[config.mk]
export PLATFORM = sky130hd
export DESIGN_NAME = aawd_decoder
export DESIGN_NICKNAME = d
export VERILOG_FILES = /design/src/rtl/aawd_lane_steer.v /design/src/rtl/aawd_decoder.v
export VERILOG_INCLUDE_DIRS = /design/src /design/src/rtl
export SDC_FILE = /design/constraint.sdc
export NUM_CORES = 1
export LEC_CHECK = 0
export ABC_CLOCK_PERIOD_IN_PS = 3550
export BUFFER_PORTS_ARGS = -buffer_cell sky130_fd_sc_hd__clkbuf_2
export CAP_MARGIN = 40
export CORE_MARGIN = 4
export CORE_UTILIZATION = 53
export CTS_CLUSTER_SIZE = 28
export DETAILED_ROUTE_END_ITERATION = 8
export PLACE_DENSITY = 0.8
export SYNTH_ARGS = -nofsm -noshare
export SYNTH_HDL_FRONTEND = slang
export SYNTH_SLANG_ARGS = --single-unit
[constraint.sdc]
create_clock -name clk -period 3.55 [get_ports clk]
set_clock_uncertainty 0.05 [all_clocks]
set_input_delay 0.355 -clock clk [delete_from_list [all_inputs] [get_ports clk]]
set_output_delay 0.355 -clock clk [all_outputs]
set_load 0.05 [all_outputs]
[src/rtl/aawd_defines.vh]
// Constants for the address area and width decoder
`ifndef AAWD_DEFINES_VH
`define AAWD_DEFINES_VH

// Address field positions
`define AAWD_WIDTH_BIT 27
`define AAWD_AREA_HI 26
`define AAWD_AREA_LO 24
`define AAWD_PERIPH_W_BIT 8
`define AAWD_A6_W_BIT 14
`define AAWD_EXT_ADDR_HI 27
`define AAWD_LOW_ADDR_HI 23

// Area codes
`define AAWD_AREA0 3'h0
`define AAWD_AREA1 3'h1
`define AAWD_AREA5 3'h5
`define AAWD_AREA6 3'h6
`define AAWD_AREA7 3'h7

// Boot mode patterns for area 0
`define AAWD_MODE_EXT8 3'h0
`define AAWD_MODE_EXT16 3'h1
`define AAWD_MODE_ROM 3'h2

// Target types
`define AAWD_TGT_EXT 3'h0
`define AAWD_TGT_ROM 3'h1
`define AAWD_TGT_DRAM 3'h2
`define AAWD_TGT_PERIPH 3'h3
`define AAWD_TGT_MUXIO 3'h4
`define AAWD_TGT_RAM 3'h5

// Bus width codes
`define AAWD_BW8 2'h0
`define AAWD_BW16 2'h1
`define AAWD_BW32 2'h2

// Access size codes
`define AAWD_SZ8 2'h0
`define AAWD_SZ16 2'h1
`define AAWD_SZ32 2'h2

// Beat counts per access
`define AAWD_BEATS_ONE 3'h1
`define AAWD_BEATS_TWO 3'h2
`define AAWD_BEATS_FOUR 3'h4

`endif

[src/rtl/aawd_lane_steer.v]
// Byte lane steering of one bus beat onto the multiplexed address/data pins
`include "aawd_defines.vh"

module aawd_lane_steer (
    // Beat description
    input wire [1:0] bus_width,
    input wire [1:0] beat_size,
    input wire byte_odd,
    input wire [15:0] beat_data,
    // Pin drive
    output reg [15:0] pin_data,
    output reg [15:0] pin_oe
);
    always @* begin
        pin_data = 16'h0000;
        pin_oe = 16'h0000;
        if (bus_width == `AAWD_BW8 || beat_size == `AAWD_SZ8) begin
            if (bus_width != `AAWD_BW8 && !byte_odd) begin
                // Even byte rides the upper lane on a wide bus
                pin_data = {beat_data[7:0], 8'h00};
                pin_oe = 16'hFF00;
            end else begin
                pin_data = {8'h00, beat_data[7:0]};
                pin_oe = 16'h00FF;
            end
        end else begin
            pin_data = beat_data;
            pin_oe = 16'hFFFF;
        end
    end
endmodule // aawd_lane_steer

[src/rtl/aawd_decoder.v]
// Address area, bus width and access splitting decoder
// How it works
// - The top four address bits are ignored and never reach any pin.
// - Address bit 27 picks 8-bit bus when zero, 16-bit when one.
// - Address bits 26 to 24 pick one of eight 16-Mbyte areas.
// - The three area bits decode to eight per-area chip selects.
// - Area 0 target follows boot mode pins: ext8, ext16 or 32-bit ROM.
// - Area 1 DRAM enable chooses external memory or DRAM with strobes.
// - Area 5 low half is peripherals, width by bit 8; high half ext16.
// - Area 6 low half width follows bit 14; high half is 16-bit.
// - Area 6 low half is external memory or multiplexed I/O space.
// - Area 7 is 32-bit RAM with bit 27 set, else ext8 memory.
// - 8-bit bus uses low pins only; 16-bit words use all sixteen.
// - Byte on 16-bit bus: even address high lane, odd address low lane.
// - Word to 8-bit or longword to 16-bit area takes two accesses.
// - Longword to an 8-bit area takes four accesses.
// - DRAM and multiplexed I/O areas get their own control strobes.
// - Chip selects are active low during the whole access, for external memory targets only; DRAM and multiplexed I/O get none.
// - Chip selects stay high for on-chip ROM, peripherals and RAM.
// - Area 1 is external memory when DRAM enable is 0, DRAM when 1.
// - Area 6 low half is multiplexed I/O when its enable is 1.
`include "aawd_defines.vh"

module aawd_decoder #(
    parameter ADDR_W = 32
) (
    // Clock and reset
    input wire clk,
    input wire resetn,
    // Boot straps and bus control bits
    input wire [2:0] boot_mode_pins,
    input wire dram_space_enable,
    input wire mux_io_space_enable,
    // Request from the CPU side
    input wire req_valid,
    input wire [ADDR_W-1:0] req_addr,
    input wire [1:0] req_size,
    input wire req_write,
    input wire [31:0] req_wdata,
    // Combinational decode of the presented address
    output wire [2:0] dec_area,
    output wire [2:0] dec_target,
    output wire [1:0] dec_width,
    output wire [2:0] dec_beats,
    // Sequencer status
    output reg busy_r,
    output reg done_r,
    // External beat
    output reg beat_valid_r,
    output reg [27:0] ext_addr_r,
    output reg [1:0] beat_size_r,
    output reg beat_write_r,
    output reg [7:0] area_select_n,
    output reg dram_strobe_r,
    output reg mux_io_strobe_r,
    output reg [15:0] addr_data_out_r,
    output reg [15:0] addr_data_oe_r
);
    // Sequencer states
    localparam ST_IDLE = 1'b0;
    localparam ST_BUSY = 1'b1;

    // Straps sampled twice before use
    reg [2:0] mode_s1_r;
    reg [2:0] mode_s2_r;
    reg dram_s1_r;
    reg dram_s2_r;
    reg mio_s1_r;
    reg mio_s2_r;

    always @(posedge clk) begin
        if (!resetn) begin
            mode_s1_r <= 3'h0;
            mode_s2_r <= 3'h0;
            dram_s1_r <= 1'b0;
            dram_s2_r <= 1'b0;
            mio_s1_r <= 1'b0;
            mio_s2_r <= 1'b0;
        end else begin
            mode_s1_r <= boot_mode_pins;
            mode_s2_r <= mode_s1_r;
            dram_s1_r <= dram_space_enable;
            dram_s2_r <= dram_s1_r;
            mio_s1_r <= mux_io_space_enable;
            mio_s2_r <= mio_s1_r;
        end
    end

    // Address decode; bits above 27 are never looked at
    wire a27 = req_addr[`AAWD_WIDTH_BIT];
    wire [2:0] area = req_addr[`AAWD_AREA_HI:`AAWD_AREA_LO];
    reg [2:0] target;
    reg [1:0] width;
    reg [2:0] beats;

    always @* begin
        target = `AAWD_TGT_EXT;
        width = a27 ? `AAWD_BW16 : `AAWD_BW8;
        case (area)
            `AAWD_AREA0: begin
                case (mode_s2_r)
                    `AAWD_MODE_EXT16: width = `AAWD_BW16;
                    `AAWD_MODE_ROM: begin
                        target = `AAWD_TGT_ROM;
                        width = `AAWD_BW32;
                    end
                    default: width = `AAWD_BW8;
                endcase
            end
            `AAWD_AREA1: begin
                if (dram_s2_r)
                    target = `AAWD_TGT_DRAM;
            end
            `AAWD_AREA5: begin
                if (!a27) begin
                    target = `AAWD_TGT_PERIPH;
                    width = req_addr[`AAWD_PERIPH_W_BIT] ? `AAWD_BW16 : `AAWD_BW8;
                end
            end
            `AAWD_AREA6: begin
                if (!a27) begin
                    width = req_addr[`AAWD_A6_W_BIT] ? `AAWD_BW16 : `AAWD_BW8;
                    if (mio_s2_r)
                        target = `AAWD_TGT_MUXIO;
                end
            end
            `AAWD_AREA7: begin
                if (a27) begin
                    target = `AAWD_TGT_RAM;
                    width = `AAWD_BW32;
                end
            end
            default: target = `AAWD_TGT_EXT;
        endcase
        // Beats needed to carry the access over the chosen width
        beats = `AAWD_BEATS_ONE;
        if (req_size == `AAWD_SZ32 && width == `AAWD_BW8)
            beats = `AAWD_BEATS_FOUR;
        else if ((req_size == `AAWD_SZ16 && width == `AAWD_BW8) ||
                 (req_size == `AAWD_SZ32 && width == `AAWD_BW16))
            beats = `AAWD_BEATS_TWO;
    end

    assign dec_area = area;
    assign dec_target = target;
    assign dec_width = width;
    assign dec_beats = beats;

    // Captured access
    reg state_r;
    reg [2:0] cnt_r;
    reg [2:0] area_r;
    reg [2:0] target_r;
    reg [1:0] width_r;
    reg [1:0] size_r;
    reg write_r;
    reg [27:0] addr_r;
    reg [31:0] data_r;

    // Size and data of the beat now being issued
    wire [1:0] bsize = (width_r == `AAWD_BW8) ? `AAWD_SZ8 :
                       (width_r == `AAWD_BW16 && size_r == `AAWD_SZ32) ? `AAWD_SZ16 : size_r;
    wire [15:0] bdata = (bsize == `AAWD_SZ8) ? {8'h00, data_r[31:24]} : data_r[31:16];
    wire [2:0] bstep = (bsize == `AAWD_SZ8) ? 3'h1 : 3'h2;
    wire is_ext = (target_r == `AAWD_TGT_EXT);

    wire [15:0] lane_data;
    wire [15:0] lane_oe;

    aawd_lane_steer u_lane (
        .bus_width(width_r),
        .beat_size(bsize),
        .byte_odd(addr_r[0]),
        .beat_data(bdata),
        .pin_data(lane_data),
        .pin_oe(lane_oe)
    );

    always @(posedge clk) begin
        if (!resetn) begin
            state_r <= ST_IDLE;
            cnt_r <= 3'h0;
            area_r <= 3'h0;
            target_r <= `AAWD_TGT_EXT;
            width_r <= `AAWD_BW8;
            size_r <= `AAWD_SZ8;
            write_r <= 1'b0;
            addr_r <= 28'h0000000;
            data_r <= 32'h00000000;
            busy_r <= 1'b0;
            done_r <= 1'b0;
        end else begin
            done_r <= 1'b0;
            case (state_r)
                ST_IDLE: begin
                    if (req_valid) begin
                        state_r <= ST_BUSY;
                        cnt_r <= beats;
                        area_r <= area;
                        target_r <= target;
                        width_r <= width;
                        size_r <= req_size;
                        write_r <= req_write;
                        addr_r <= req_addr[`AAWD_EXT_ADDR_HI:0];
                        // Left-justify so the lowest address byte goes first
                        data_r <= (req_size == `AAWD_SZ8) ? {req_wdata[7:0], 24'h000000} :
                                  (req_size == `AAWD_SZ16) ? {req_wdata[15:0], 16'h0000} :
                                  req_wdata;
                        busy_r <= 1'b1;
                    end
                end
                ST_BUSY: begin
                    // Consecutive beats step address and shift out data
                    addr_r <= addr_r + {25'h0000000, bstep};
                    data_r <= (bsize == `AAWD_SZ8) ? {data_r[23:0], 8'h00} :
                              {data_r[15:0], 16'h0000};
                    cnt_r <= cnt_r - `AAWD_BEATS_ONE;
                    if (cnt_r == `AAWD_BEATS_ONE) begin
                        state_r <= ST_IDLE;
                        busy_r <= 1'b0;
                        done_r <= 1'b1;
                    end
                end
                default: state_r <= ST_IDLE;
            endcase
        end
    end

    // Registered pin-side outputs, one beat per clock while busy
    always @(posedge clk) begin
        if (!resetn) begin
            beat_valid_r <= 1'b0;
            ext_addr_r <= 28'h0000000;
            beat_size_r <= `AAWD_SZ8;
            beat_write_r <= 1'b0;
            area_select_n <= 8'hFF;
            dram_strobe_r <= 1'b0;
            mux_io_strobe_r <= 1'b0;
            addr_data_out_r <= 16'h0000;
            addr_data_oe_r <= 16'h0000;
        end else if (state_r == ST_BUSY) begin
            beat_valid_r <= 1'b1;
            ext_addr_r <= addr_r;
            beat_size_r <= bsize;
            beat_write_r <= write_r;
            area_select_n <= is_ext ? ~(8'h01 << area_r) : 8'hFF;
            dram_strobe_r <= (target_r == `AAWD_TGT_DRAM);
            mux_io_strobe_r <= (target_r == `AAWD_TGT_MUXIO);
            addr_data_out_r <= lane_data;
            addr_data_oe_r <= write_r ? lane_oe : 16'h0000;
        end else begin
            beat_valid_r <= 1'b0;
            ext_addr_r <= 28'h0000000;
            beat_size_r <= `AAWD_SZ8;
            beat_write_r <= 1'b0;
            area_select_n <= 8'hFF;
            dram_strobe_r <= 1'b0;
            mux_io_strobe_r <= 1'b0;
            addr_data_out_r <= 16'h0000;
            addr_data_oe_r <= 16'h0000;
        end
    end
endmodule // aawd_decoder

# --- Word level (Yosys, flattened, before mapping) ---
# Cells that the tools add are included.
classes:
  addsub: 2
  n_eq_ne: 16
  shift: 1
  n_mux: 42
  n_bitwise: 2
  reduce_logical: 20
ops:
  columns: ["cell", "n"]
  rows:
  - ["32-bit two-way mux", 4]
  - ["16-bit two-way mux", 5]
  - ["32-bit one-hot mux with 2 select lines", 1]
  - ["28-bit one-hot mux with 2 select lines", 1]
  - ["28-bit by 2-bit adder with 28-bit output", 1]
  - ["28-bit two-way mux", 1]
  - ["3-bit two-way mux", 5]
  - ["3-bit one-hot mux with 5 select lines", 1]
  - ["2-bit two-way mux", 7]
  - ["3-bit == test, second input constant", 4]
  - ["1-bit two-way mux", 12]
  - ["3-bit by 1-bit == test with 1-bit output, second input constant", 3]
  - ["2-bit zero test", 4]
  - ["8-bit inverter", 1]
  - ["2-bit one-hot mux with 4 select lines", 1]
  - ["1-bit by 3-bit left shift with 8-bit output, first input constant", 1]
  - ["2-bit by 1-bit == test with 1-bit output, second input constant", 3]
  - ["3-bit by 2-bit == test with 1-bit output, second input constant", 2]
  - ["3-bit zero test", 2]
  - ["3-bit one-hot mux with 2 select lines", 1]
  - ["2-bit AND reduction", 3]
  - ["3-bit AND reduction", 2]
  - ["1-bit logical AND", 5]
  - ["2-bit == test, second input constant", 2]
  - ["9 further kinds", 11]
totals:
  reg_bits: 161
  in_bits: 75
  output_inout_bits: 87
  word_cells: 109

# --- Logic depth before layout (Yosys ltp) ---
depth:
  word_depth: 10
  depth_mapped: 12

# --- Cells and area by module ---
# From an unflattened synthesis, not the netlist that was laid out.
hier_totals:
  hier_cells: 805
  area_unflattened_um2: 6937.9
modules_own_cells:
  columns: ["module", "n_inst", "cells_each", "area_each_um2", "seq_area_each_um2"]
  rows:
  - ["aawd_decoder", 1, 766, 6615.1, 3223.1]
  - ["aawd_lane_steer", 1, 39, 322.8, 0.0]

# --- Least setup slack after synthesis ---
# Ideal clock, no wire load.
synth_path:
  kind: "input-to-output"
  from: "input req_addr[24]"
  to: "output dec_beats[1]"
  arrival_ps: 2454
  t_required_ps: 3145
  setup_slack_ps: 691
  stages: 6
  path_buffers: 1
  path_cell_list: "buf_6 or4_4 or3b_4 nand2_4 nand2_1 a21oi_1"
synth_between:
  elab_chain_len: 7
  elab_cells_between_ends: 13
  cone_classes: "eq/ne: 4; mux: 3; reduce/logical: 6"
synth_rtl:
  columns: ["element", "line_no", "rtl"]
  rows:
  - ["from (decl)", "aawd_decoder.v:36", "input wire [ADDR_W-1:0] req_addr,"]
  - ["3-bit == test / 3-bit zero test (equally long branches)", "aawd_decoder.v:99", "case (area)"]
  - ["2-bit one-hot mux with 4 select lines *", "aawd_decoder.v:99", null]
  - ["named net dec_width[0]", "aawd_decoder.v:43", "output wire [1:0] dec_width,"]
  - ["2-bit by 1-bit == test with 1-bit output (no source line) / 2-bit zero test (equally long branches)", null, null]
  - ["1-bit logical AND (no source line)", null, null]
  - ["1-bit logical OR", "aawd_decoder.v:139", "else if ((req_size == `AAWD_SZ16 && width == `AAWD_BW8) ||"]
  - ["2-bit two-way mux", "aawd_decoder.v:139", null]
  - ["3-bit two-way mux *", "aawd_decoder.v:137", "if (req_size == `AAWD_SZ32 && width == `AAWD_BW8)"]
  - ["to (decl)", "aawd_decoder.v:44", "output wire [2:0] dec_beats,"]
# Mark *: on every way through the listed nets, which the timed path passes. The rest lies on a longest branch.

# --- Final worst setup path ---
layout_path:
  from: "register width_r[1]"
  to: "register addr_r[22]"
layout_between:
  elab_chain_len: 8
  elab_cells_between_ends: 9
  cone_classes: "add/sub: 1; eq/ne: 1; mux: 4; reduce/logical: 3"
layout_rtl:
  columns: ["element", "line_no", "rtl"]
  rows:
  - ["from (decl)", "aawd_decoder.v:154", "reg [1:0] width_r;"]
  - ["from (signal assigned)", "aawd_decoder.v:185", "width_r <= `AAWD_BW8;"]
  - ["from (signal assigned)", "aawd_decoder.v:201", "width_r <= width;"]
  - ["2-bit by 1-bit == test with 1-bit output (no source line)", null, null]
  - ["1-bit logical AND (no source line)", null, null]
  - ["2-bit two-way mux", "aawd_decoder.v:162", "(width_r == `AAWD_BW16 && size_r == `AAWD_SZ32) ? `AAWD_SZ16 : size_r;"]
  - ["2-bit two-way mux *", "aawd_decoder.v:161", "wire [1:0] bsize = (width_r == `AAWD_BW8) ? `AAWD_SZ8 :"]
  - ["2-bit zero test (no source line) *", null, null]
  - ["2-bit two-way mux *", "aawd_decoder.v:164", "wire [2:0] bstep = (bsize == `AAWD_SZ8) ? 3'h1 : 3'h2;"]
  - ["28-bit by 2-bit adder with 28-bit output *", "aawd_decoder.v:214", "addr_r <= addr_r + {25'h0000000, bstep};"]
  - ["28-bit one-hot mux with 2 select lines *", "aawd_decoder.v:194", "case (state_r)"]
  - ["to (signal assigned)", "aawd_decoder.v:204", "addr_r <= req_addr[`AAWD_EXT_ADDR_HI:0];"]
  - ["to (signal assigned)", "aawd_decoder.v:214", null]
  - ["to (decl)", "aawd_decoder.v:157", "reg [27:0] addr_r;"]
# Mark *: on every way between the ends. The rest lies on a longest branch, timed or not.
# A chain may end at the register's enable or synchronous reset.

==> results.py <==
metrics = {
    "drt": {
        "post_drt_wl_per_cell_um": 16.9,
        "firstDrtPassIters": 5,
        "route.final.wire_length_mm": 16.5,
        "routed_via_density": 5.85,
        "vias": 5701,
        "route.detailed.drc": 0,
        "initial_detailed_routing_violation_count": 603,
        "ant_nets": 0,
    },
    "floorplanning": {
        "top_level_ports": 162,
        "core_area_um2": 11500,
        "fp.dieW_um": 116,
        "floorplan.initialDensity_pct": 54.2,
        "floorplan.die_area_um2": 13500,
        "std_cell_rows": 39,
        "dieHeight_um": 116,
    },
    "power": {
        "power_leakage_nw": 3.20,
        "pwr_density_cell_nw_per_um2": 541,
        "vdd_drop_max_mv": 0.305,
        "total_power_w": 0.00406,
    },
    "sta": {
        "finalHoldViolCount": 0,
        "maxSlewHeadroom_pct": 46.5,
        "timing.final.crit_period_ps": 3110,
        "hold_ws_ps": 87.4,
        "setup_total_negative_slack_ps": 0,
        "rsz0062_at_grt": "no",
        "clock.fmax_ghz": 0.322,
        "final-max-slew-violation-count": 0,
        "setup_violations": 0,
        "post-route-period-util_pct": 87.6,
        "setup_slack_ps": 441,
        "timing_worst_slew_pin_value_ps": 799,
    },
    "layout": {
        "drive_gt1_share_pct": 27.3,
        "most_common_cell_after_layout_fill_and_taps_aside": "clkbuf_2",
        "num_antenna_cells": 0,
        "final_core_util_pct": 65.4,
        "register_area_um2": 2940,
        "layout.filler_cells": 936,
        "syn2layout_area_growth_pct": 20.7,
        "mostFrequentLayoutCells": "clkbuf_2, dfxtp_1, nand2_1, nor2_1, a21oi_1",
        "layout_nets": 899,
        "combined_area_of_the_multi_input_logic_cells_um2": 2870,
    },
    "grt": {
        "grt_first_pass_wirelength_mm": 25.9,
        "grt_overflow_total": 0,
        "via_count_of_the_first_global_routing_pass": 5378,
        "grt_antenna_before_repair": 0,
        "combined_global_route_utilization_of_all_metal_layers_pct": 24.1,
        "pin_count_of_the_biggest_net_entering_global_routing": 58,
    },
    "clock_tree": {
        "cts.hold.buffers_added": 0,
        "postCtsSetupRepairBufs": 0,
        "clock-sinks": 147,
        "clock_tree.htree_level_count": 4,
        "insertion_delay_ps": 420,
        "cts_buffer_count": 17,
        "clk_pin_slew_ps": 60,
        "cts_resized": 0,
        "clock_path_buffers": 2,
        "clk_root_buffer_cell": "clkbuf_16",
        "cts_tree": "yes",
    },
    "synthesis": {
        "synthesis.instances": 698,
        "ys_seq_elements": 147,
        "syn-num-nets": 778,
        "synth_sequential_area_ratio_pct": 47.3,
        "syn_area_per_cell_um2": 8.91,
        "post_synth_instance_area_um2": 6220,
        "synth-main-ff-cell": "dfxtp_1",
        "synth_cell_type_count": 59,
        "number_of_warnings_reported_in_the_yosys_synthesis_log": 0,
        "synth_edf_count": 0,
        "asyncSetResetFlopFracSynth_pct": 0,
    },
    "worst_setup_path": {
        "worstPathRequired_ps": 3830,
        "crit_arrival_ps": 3380,
        "crit_type": "flop to flop",
        "worst_setup_path_start_kind": "flop",
        "nature_of_the_critical_path_endpoint": "flop",
        "worstPathMaxFanout": 18,
    },
    "place": {
        "gp_congestion": 0.893,
        "port_buffers": 157,
        "detailedPlacementHpwl_mm": 11.4,
        "preCtsSetupSlack_ps": 572,
    },
    "outcome": {
        "status": "complete, no violations",
    },
    "min_path": {
        "hp-class": "input port to flop",
    },
    "job": {
        "timing.max_cap.violations": 0,
    },
}
Yosys cell counts (all sizes together) (11+ instances only):
library cell,number,area (um2)
a31oi,11,68.8
mux2i,13,130
nand2,73,282
nor2,64,240
o21ai,26,130
inv,17,63.8
a21oi,50,250
nor3,21,105
nor2b,12,75.1
mux2,16,180
a211oi,11,82.6
buf,33,218
nand3,11,55.1
and3,33,206
a22oi,15,113
and2,13,81.3
dfxtp,147,2940
clkbuf,32,120
xnor2,14,123
metrics by stage:
step,cell area (um2),instances
after floorplan,6220,698
after global placement,6920,943
after detailed placement,6920,943
after CTS,7500,975
after global routing,7500,975
final,7500,975
layer usage:
metal | share of wire [%] | track usage [%]
met5 | 0 | 0
met4 | 2.2 | 9.90
met3 | 9.0 | 7.05
met2 | 47 | 38.6
met1 | 42 | 30.6
layout make-up:
cell class | count | area share [%]
clock inverters | 12 | 1.77
well taps | 143 | 2.38
inverters | 18 | 0.900
multi-input cells | 468 | 38.3
clock buffers | 20 | 5.95
repair buffers | 167 | 11.5
flip-flops and latches | 147 | 39.2
final timing paths:
check / end / slack, ps / from / cells after the start
max: addr_r[22] / 440 / width_r[1] / 10
min: mode_s1_r[1] / 90 / boot_mode_pins[1] / 2
max reg2reg: addr_r[22] / 440 / width_r[1] / 10
min reg2reg: dram_s2_r / 390 / dram_s1_r / 1
critical path: stages (launching register included):
cell and delay, ps:
dfxtp_1 320, nor2_1 260, nor2_1 120, inv_2 290, ha_1 280, fa_1 260, nand4_1 270, or3_1 580
nor3_1 220, xnor2_1 110, a211oi_1 260
state kept, by name, summed over array words and instances (netlist names), 2 cells and up:
name,flops
addr_data_oe_r,2
addr_data_out_r,16
addr_r,28
area_r,3
area_select_n,8
beat_size_r,2
cnt_r,3
data_r,32
ext_addr_r,28
mode_s1_r,3
mode_s2_r,3
size_r,2
target_r,3
width_r,2
power by group:
part           switching, W  total (W)  internal [W]
combinational      0.000320   0.000494      0.000174
sequential        0.0000781    0.00181       0.00173
clock              0.000705    0.00176       0.00105
total               0.00110    0.00406       0.00295
cells by family after synthesis:
| logic type | share of synthesized area, % |
|---|---|
| adders and majority gates | 1.13 |
| AOI/OAI and AO/OA | 17.5 |
| and+or+nand+nor | 20.5 |
| buffers and inverters | 6.52 |
| xor gates and xnor gates | 1.97 |
| DFF | 47.3 |
| muxes | 4.99 |
No activity file was read; power rests on OpenSTA's default activity.
